`config.mk`:
```
export PLATFORM = sky130hd
export DESIGN_NAME = uic_event_status
export DESIGN_NICKNAME = d
export VERILOG_FILES = /design/src/uic_pkg.sv /design/src/uic_event_status.sv
export VERILOG_INCLUDE_DIRS = /design/src
export SDC_FILE = /design/constraint.sdc
export NUM_CORES = 1
export LEC_CHECK = 0
export CORE_MARGIN = 2
export CORE_UTILIZATION = 30
export CTS_CLUSTER_DIAMETER = 200
export CTS_CLUSTER_SIZE = 8
export DETAILED_ROUTE_END_ITERATION = 8
export DONT_BUFFER_PORTS = 1
export GPL_TIMING_DRIVEN = 0
export PLACE_DENSITY = 0.48
export REMOVE_ABC_BUFFERS = 1
export SLEW_MARGIN = 20
export SYNTH_ARGS = -nofsm -noshare
export SYNTH_HDL_FRONTEND = slang
export SYNTH_SLANG_ARGS = --single-unit
```
`constraint.sdc`:
```
create_clock -name clk_sys -period 1.6 [get_ports clk_sys]
set_input_delay 0.16 -clock clk_sys [delete_from_list [all_inputs] [get_ports clk_sys]]
set_output_delay 0.16 -clock clk_sys [all_outputs]
set_load 0.02 [all_outputs]
```
`src/uic_map.svh`:
```
// Offsets, field positions and reset values of the event status block
`ifndef UIC_MAP_SVH
`define UIC_MAP_SVH

`define UIC_OFF_RAW      12'h03c
`define UIC_OFF_MASKED   12'h040
`define UIC_OFF_CLEAR    12'h044
`define UIC_OFF_ENABLE   12'h038
`define UIC_OFF_IRQSTAT  12'h048
`define UIC_OFF_IRQMASK  12'h04c

`define UIC_BIT_RX       4
`define UIC_BIT_TX       5
`define UIC_BIT_RTO      6
`define UIC_BIT_FRAME    7
`define UIC_BIT_PARITY   8
`define UIC_BIT_BREAK    9
`define UIC_BIT_OVERRUN  10
`define UIC_EV_LSB       4
`define UIC_EV_MSB       10

`define UIC_RST_EVENTS   7'h00
`define UIC_RST_ENABLE   7'h00
`define UIC_RST_IRQMASK  2'h0
`define UIC_RST_IRQSTAT  2'h0

`endif

```
`src/uic_pkg.sv`:
```
// Types shared by the event status block
package uic_pkg;
   // One bit per event, index 0 is receive, 6 is overrun
   typedef logic [6:0] uic_ev_t;

   // Register port request
   typedef struct packed {
      logic [11:0] addr;
      logic [31:0] wdata;
      logic        wr;
      logic        rd;
   } uic_req_t;

   // Whole state of the block
   typedef struct packed {
      uic_ev_t     raw;
      uic_ev_t     enable;
      logic [1:0]  irq_stat;
      logic [1:0]  irq_mask;
      logic [31:0] rdata;
      logic        masked_any;
   } uic_state_t;
endpackage

```
`src/uic_event_status.sv`:
```
// Masked event status and write-one-to-clear logic of a serial port
//
// Contract
// Masked status register readable at 0x040.
// Masked reads show live post-mask state.
// Writes to masked status are ignored.
// Clear register decoded at 0x044.
// Writing one clears raw and masked.
// Writing zero leaves event untouched.
// Raw status readable at 0x03C, same bits.
// Software clears by writing ones only.
// Masked equals raw AND enable; fixed positions.
`timescale 1ns/100ps
`include "uic_map.svh"

module uic_event_status
   import uic_pkg::*;
(
   input  wire logic        clk_sys,    // System clock, 40 MHz
   input  wire logic        rst,        // Synchronous reset, active high
   input  wire logic [11:0] reg_addr,   // Register byte address
   input  wire logic [31:0] reg_wdata,  // Write data
   input  wire logic        reg_wr,     // Write strobe
   input  wire logic        reg_rd,     // Read strobe
   output logic      [31:0] reg_rdata,  // Read data, cycle after strobe
   input  wire logic [6:0]  ev_set,     // Event pulses, receive at bit 0
   output logic      [6:0]  ev_masked,  // Live masked events
   output logic             irq         // Level interrupt
);

   // Register request as one word, and the whole block state
   uic_req_t    req;                  // Register port bundle
   uic_state_t  st_r;                 // Registered state
   uic_state_t  st_nxt;               // State for the next edge

   // Address matches, one per mapped register
   logic        hit_raw;              // Raw status word
   logic        hit_masked;           // Masked status word
   logic        hit_clear;            // Event clear word
   logic        hit_enable;           // Event enable word
   logic        hit_irqstat;          // Interrupt status word
   logic        hit_irqmask;          // Interrupt mask word

   // Strobes qualified by the address
   logic        wr_clear;             // Write to event clear
   logic        wr_enable;            // Write to event enable
   logic        wr_irqmask;           // Write to interrupt mask
   logic        rd_raw;               // Read of raw status
   logic        rd_masked;            // Read of masked status
   logic        rd_enable;            // Read of event enable
   logic        rd_irqstat;           // Read of interrupt status
   logic        rd_irqmask;           // Read of interrupt mask

   // Event vectors, receive at index 0, and the interrupt status set pulses
   uic_ev_t     masked;               // Raw AND enable, live
   uic_ev_t     clr;                  // Events picked by a clear write
   uic_ev_t     raw_nxt;              // Raw events after set and clear
   uic_ev_t     ev_new;               // Enabled events not yet pending
   logic [1:0]  irq_ev;               // Interrupt status set pulses

   // Masked event lanes by name
   logic        rx_event_masked;      // Receive
   logic        tx_event_masked;      // Transmit
   logic        rx_timeout_masked;    // Receive time-out
   logic        framing_err_masked;   // Framing error
   logic        parity_err_masked;    // Parity error
   logic        break_masked;         // Break
   logic        overrun_masked;       // Overrun

   // Register words as software sees them
   logic [31:0] raw_event_status;     // Raw view, reserved bits zero
   logic [31:0] masked_event_status;  // Masked view, reserved bits zero
   logic [31:0] enable_word;          // Enable view
   logic [31:0] irqstat_word;         // Interrupt status view
   logic [31:0] irqmask_word;         // Interrupt mask view
   logic [31:0] rdata_nxt;            // Read data for the next cycle

   // Bundle the register port
   assign req = '{addr: reg_addr, wdata: reg_wdata, wr: reg_wr, rd: reg_rd};

   // Decode the byte address, one compare per mapped word
   assign hit_raw     = (req.addr == `UIC_OFF_RAW);
   assign hit_masked  = (req.addr == `UIC_OFF_MASKED);
   assign hit_clear   = (req.addr == `UIC_OFF_CLEAR);
   assign hit_enable  = (req.addr == `UIC_OFF_ENABLE);
   assign hit_irqstat = (req.addr == `UIC_OFF_IRQSTAT);
   assign hit_irqmask = (req.addr == `UIC_OFF_IRQMASK);

   // Write strobes; the masked and raw views take none
   assign wr_clear   = req.wr & hit_clear;
   assign wr_enable  = req.wr & hit_enable;
   assign wr_irqmask = req.wr & hit_irqmask;

   // Read strobes; the clear word has no read path and reads zero
   assign rd_raw     = req.rd & hit_raw;
   assign rd_masked  = req.rd & hit_masked;
   assign rd_enable  = req.rd & hit_enable;
   assign rd_irqstat = req.rd & hit_irqstat;
   assign rd_irqmask = req.rd & hit_irqmask;

   // Live masked view of every event
   assign masked = st_r.raw & st_r.enable;

   // Name each masked lane at its fixed position
   assign rx_event_masked    = masked[`UIC_BIT_RX - `UIC_EV_LSB];
   assign tx_event_masked    = masked[`UIC_BIT_TX - `UIC_EV_LSB];
   assign rx_timeout_masked  = masked[`UIC_BIT_RTO - `UIC_EV_LSB];
   assign framing_err_masked = masked[`UIC_BIT_FRAME - `UIC_EV_LSB];
   assign parity_err_masked  = masked[`UIC_BIT_PARITY - `UIC_EV_LSB];
   assign break_masked       = masked[`UIC_BIT_BREAK - `UIC_EV_LSB];
   assign overrun_masked     = masked[`UIC_BIT_OVERRUN - `UIC_EV_LSB];

   // Ones written to the clear register select events to drop
   always_comb begin
      clr = '0;
      if (wr_clear) begin
         clr = req.wdata[`UIC_EV_MSB:`UIC_EV_LSB];
      end
   end

   // Per event lane: raw next value and fresh-event detect
   for (genvar i = 0; i < $bits(uic_ev_t); i++) begin : g_lane
      // Set beats clear so an event arriving with the clear is kept
      assign raw_nxt[i] = ev_set[i] | (st_r.raw[i] & ~clr[i]);
      // Enabled event that was not already pending
      assign ev_new[i]  = ev_set[i] & st_r.enable[i] & ~st_r.raw[i];
   end

   // Interrupt status bit 0: a fresh masked event, or the masked view turning non-empty
   assign irq_ev[0] = (|ev_new) | ((|masked) & ~st_r.masked_any);
   // Interrupt status bit 1: software wrote ones to event bits 10:4 of the clear register
   assign irq_ev[1] = |clr;

   // Raw word: events in their lanes, reserved bits read zero
   assign raw_event_status = {21'h0, st_r.raw, 4'h0};

   // Masked word built lane by lane, reserved bits read zero
   assign masked_event_status = {21'h0,
                                 overrun_masked,
                                 break_masked,
                                 parity_err_masked,
                                 framing_err_masked,
                                 rx_timeout_masked,
                                 tx_event_masked,
                                 rx_event_masked,
                                 4'h0};

   // Control words, unused bits read zero
   assign enable_word  = {21'h0, st_r.enable, 4'h0};
   assign irqstat_word = {30'h0, st_r.irq_stat};
   assign irqmask_word = {30'h0, st_r.irq_mask};

   // Read data for the cycle after the strobe; idle and unmapped read zero
   always_comb begin
      rdata_nxt = 32'h0;
      if (rd_raw) begin
         rdata_nxt = raw_event_status;
      end else if (rd_masked) begin
         rdata_nxt = masked_event_status;
      end else if (rd_enable) begin
         rdata_nxt = enable_word;
      end else if (rd_irqstat) begin
         rdata_nxt = irqstat_word;
      end else if (rd_irqmask) begin
         rdata_nxt = irqmask_word;
      end
   end

   // Next state of every register
   always_comb begin
      // Hold everything; the masked and raw words have no write path
      st_nxt = st_r;
      st_nxt.raw = raw_nxt;
      // One cycle memory of a non-empty masked view
      st_nxt.masked_any = |masked;
      // Enable write
      if (wr_enable) begin
         st_nxt.enable = req.wdata[`UIC_EV_MSB:`UIC_EV_LSB];
      end
      // Interrupt mask write
      if (wr_irqmask) begin
         st_nxt.irq_mask = req.wdata[1:0];
      end
      // Sticky status; its read clears it but a new event still wins
      if (rd_irqstat) begin
         st_nxt.irq_stat = irq_ev;
      end else begin
         st_nxt.irq_stat = st_r.irq_stat | irq_ev;
      end
      // Read data stands for one cycle only
      st_nxt.rdata = rdata_nxt;
   end

   // State register
   always_ff @(posedge clk_sys) begin
      if (rst) begin
         st_r.raw        <= `UIC_RST_EVENTS;
         st_r.enable     <= `UIC_RST_ENABLE;
         st_r.irq_stat   <= `UIC_RST_IRQSTAT;
         st_r.irq_mask   <= `UIC_RST_IRQMASK;
         st_r.rdata      <= '0;
         st_r.masked_any <= 1'b0;
      end else begin
         st_r <= st_nxt;
      end
   end

   // Outputs
   assign reg_rdata = st_r.rdata;
   assign ev_masked = masked;
   // Level interrupt while an unmasked status bit stands
   assign irq       = |(st_r.irq_stat & st_r.irq_mask);

endmodule

```
### Word level (Yosys, flattened, before mapping)

Cells that the tools add are included.

| cells by class | value |
|---|---|
| eq/ne operators | 6 |
| multiplexer cells | 7 |
| bitwise gates (word level) | 56 |
| reduce and logical (&&, ||, !) cells | 6 |

Operators with widths:

| operator | number |
|---|---|
| $eq A12 B7 Y1 const B | 4 |
| $mux W11 | 3 |
| $and A1 B1 Y1 | 30 |
| $eq A12 B6 Y1 const B | 2 |
| $reduce_or A7 Y1 | 3 |
| $not A1 Y1 | 15 |
| $or A1 B1 Y1 | 8 |
| $and A7 B7 Y7 | 1 |
| $mux W7 | 1 |
| $mux W2 | 3 |
| $reduce_or A5 Y1 | 1 |
| $reduce_or A4 Y1 | 1 |
| $and A2 B2 Y2 | 1 |
| $or A2 B2 Y2 | 1 |
| $reduce_or A2 Y1 | 1 |

| word-level totals | value |
|---|---|
| register bits after elaboration | 51 |
| input port bits | 55 |
| output and inout port bits | 40 |
| word-level logic and storage cells | 83 |

### Logic depth before layout (Yosys ltp)

| depth | value |
|---|---|
| depth after elaboration | 7 |
| gate-level depth with buffers | 6 |
| mapped depth without buffers | 4 |

### Least setup slack after synthesis

Ideal clock, no wire load.

| timing | value |
|---|---|
| kind | input port to flip-flop |
| from | input reg_addr[7] |
| to | register st_r, in the netlist enable_word[10] |
| setup time | 128 ps |
| data arrival time | 1620 ps |
| data required time | 1472 ps |
| slack | -147 ps |
| stages on the path | 5 |
| path buffers | 1 |
| cell sequence | or4_4 buf_6 nor4_4 mux2i_1 nor2_1 |

| on the way | value |
|---|---|
| longest elaborated chain between the ends | 2 |

Ends and longest elaborated chain:

| item | line | RTL |
|---|---|---|
| start, declared | uic_event_status.sv:21 | `input wire logic [11:0] reg_addr,` |
| $eq A12 B6 Y1 (no line) | - |  |
| $and A1 B1 Y1 | uic_event_status.sv:91 | `assign wr_enable = req.wr & hit_enable;` |
| end signal, assigned | uic_event_status.sv:204 | `st_r <= st_nxt;` |
| end, declared | uic_event_status.sv:33 | `uic_state_t st_r;` |

Every way passes these cells.
A chain may end at the register's enable or synchronous reset.

### Final worst setup path

| timing | value |
|---|---|
| from | input reg_addr[7] |
| to | register st_r, in the netlist reg_rdata[6] |

| on the way | value |
|---|---|
| longest elaborated chain between the ends | 5 |
| elaborated cells on any way between the ends | 9 |
| classes of those cells | eq/ne (3); mux (3); bitwise (3) |

Ends and longest elaborated chain:

| item | line | RTL |
|---|---|---|
| $eq A12 B6 Y1 (no line) | - |  |
| $and A1 B1 Y1 | uic_event_status.sv:97 | `assign rd_enable = req.rd & hit_enable;` |
| $mux W11 | uic_event_status.sv:160 | `end else if (rd_enable) begin` |
| $mux W11 | uic_event_status.sv:158 | `end else if (rd_masked) begin` |
| $mux W11 (*) | uic_event_status.sv:156 | `if (rd_raw) begin` |

Every way passes the cells marked *; elsewhere a longest branch is shown, timed or not.

==> impl_metrics.yaml <==
logic_synthesis:
  syn_area_per_cell_sq_um: 8.81
  synth_flop_cell: "dfxtp_1"
  ys_ff_latch: 28
  synth-edff-count: 0
  synth_area_sq_um: 1640
  ys_types: 38
  yosysWarnings: 0
  synth_cells: 186
  async_reset_ff_share_pct: 0
  synth.yosys.seq_area_share_pct: 34.2
sta:
  min_period_ns: 1.45
  tns_ns: 0
  grt_setup_unrepaired: "no"
  relSlewSlack_pct: 29.2
  holdWs_ns: 0.0232
  hold_viol: 0
  max_freq_ghz: 0.689
  worst_pin_slew_ns: 1.06
  worst_slack_ns: 0.149
  clock_skew_ns: 0.00763
  finalSetupViolCount: 0
  period_share_pct: 90.7
  finalMaxSlewViolations: 0
worst_setup_path:
  start_kind: "input port"
  arrival_ns: 1.63
  cp_max_fo: 7
  worst-r2r-cell-count: 4
  startpoint: "reg_addr[7]"
  crit_type: "in -> reg"
  cp.required_ns: 1.78
  reg2reg_to: "irqstat_word[0]"
  crit_end: "reg_rdata[6]"
  r2r_start: "raw_event_status[7]"
  critPathCaptureType: "flop"
  ff2ff_setup_slack_ns: 0.39
global_routing:
  grt_overflow_total: 0
  grt_pass1_vias: 1233
  antenna_found_initial: 0
  grt_pass1_wl_um: 6350
  grt.total_usage_pct: 13.4
  grt_max_degree: 28
finish:
  drive_gt1_share_pct: 8.06
  finalNetCount: 242
  diodes: 0
  syn_to_final_growth_pct: 6.11
  fin_cells: 256
  fill_cells: 545
  layout.cells.most_common: "dfxtp_1"
  layout_common_cells: "28 x dfxtp_1, 23 x conb_1, 17 x nor2_1, 14 x inv_1, 11 x mux2i_1"
routing:
  drc: 0
  wl_per_cell_um: 15.5
  viasPerCell: 4.87
  routed_wl_um: 3960
  highest_layer: "met4"
  num_vias: 1247
  route.met2.wl_um: 1930
  first_pass_iters: 4
  wl_met3_um: 255
  ant_nets: 0
  wl_met1_um: 1760
  drtIter0Drc: 63
cts:
  clk_latency_ns: 0.28
  path_clk_slew_ns: 0.10
  root_buffer: "clkbuf_8"
  clockBufferDepth: 2
  cts_made_buffers: 3
  htree_levels: 1
  clkSinkCount: 28
  cts_tree: "done"
outcome:
  status: "complete, no violations"
power_and_ir_drop:
  peakVddDrop_uv: 289
  leakage_nw: 0.672
  power_density_nw_per_um2: 749
floorplan:
  initial_core_util_pct: 31.7
  fp-row-count: 26
  coreArea_sq_um: 5170
  die_h_um: 77.9
  ios: 95
  die-area_sq_um: 6070
  fp.dieW_um: 77.9
job:
  drv_cap: 0
worst_hold_path:
  hold_path_class: "in -> reg"
place:
  place_inst: 240
  gp_congestion: 0.721
  dpl_worst_slack_ns: -0.346
  dp_hpwl_um: 2900
  io_buffers: 0
per-stage QoR:
stage | utilization [%] | power, mW | instance area [sq um]
after CTS | 33.1 | 1.32 | 1710
final | 33.6 | 1.30 | 1740
after floorplan | - | 0.829 | 1450
after global routing | 33.6 | 1.38 | 1740
after global placement | 29.7 | 0.839 | 1540
after detailed placement | 29.7 | 0.840 | 1540
final cells by class:
type                    count  area, sq um  share of cell area (%)
repair buffers             12          115                    6.62
well taps                  70         87.6                    5.04
flip-flops and latches     28          561                    32.3
inverters                  14         52.6                    3.02
multi-input cells         128          867                    49.9
clock buffers               4         55.1                    3.17
metal layers:
metal,vias to the layer above,global-route usage [%]
li1,605,-
met1,599,16.6
met2,41,23.0
met3,2,4.30
met4,0,2.14
met5,-,0
sequential cells by signal, indices dropped and copies added, names as in the netlist:
name and count:
reg_rdata 9, st_r 1, irqstat_word 2, irqmask_word 2, enable_word 7, raw_event_status 7
worst max-delay path, stage by stage:
cell and delay (ns):
or4_4 0.61, nor4_4 0.53, a21oi_1 0.07, a211oi_1 0.25
kinds of logic (layout without fill, tap and decap cells):
group | after synthesis | after routing | synth area share, %
buffers and inverters | 52 | 30 | 19.7
muxes | 11 | 11 | 6.72
AOI/OAI and AO/OA | 34 | 34 | 15.8
other | 1 | 23 | 0.229
DFF | 28 | 28 | 34.2
and+or+nand+nor | 60 | 60 | 23.3
what timing repair did:
item / 4_1_cts / 5_1_grt
pin swaps: 2 / 1
endpoints found under the hold margin: 27 / 0
endpoints found under the setup margin: 12 / 11
cloned: 0 / 0
setup buffers: 1 / 2
hold buffers: 9 / 0
resized for setup: 3 / 3
how the worst min path moves through the flow:
stage                    from             endpoint  cells after the start
floorplan                 rst      irqstat_word[1]                      1
global placement          rst      irqstat_word[1]                      1
detailed placement        rst      irqstat_word[1]                      1
CTS                 ev_set[3]  raw_event_status[7]                      2
global route        ev_set[4]  raw_event_status[8]                      2
finish              ev_set[2]  raw_event_status[6]                      2
power breakdown:
part | total, mW | internal (mW) | switching [mW] | leakage (nW)
sequential | 0.723 | 0.709 | 0.0137 | 0.228
combinational | 0.137 | 0.0438 | 0.0928 | 0.415
clock | 0.443 | 0.220 | 0.222 | 0.0288
Yosys cell counts, types with 2 or more instances:
cell      number  area share, %
nor4_1         2           0.76
nand3_1        3           0.92
dfxtp_1       28             34
a211oi_1       7            3.2
nand3b_1       2           0.92
a31oi_1        4            1.5
a311oi_1       7            3.7
buf_4         32             15
a21oi_1        9            2.7
nor4b_1        3            1.6
mux2i_1       11            6.7
and2_1         8            3.1
and3b_1        3            1.6
nor2_1        17            3.9
a22oi_1        2           0.92
nand4_1        2           0.76
or4b_1         2            1.2
nor4_2         2            1.5
clkbuf_1       5            1.1
nand2b_1       3            1.1
inv_1         14            3.2
nand2_1        4           0.92
Note: power is estimated with default switching activity, not from simulation.
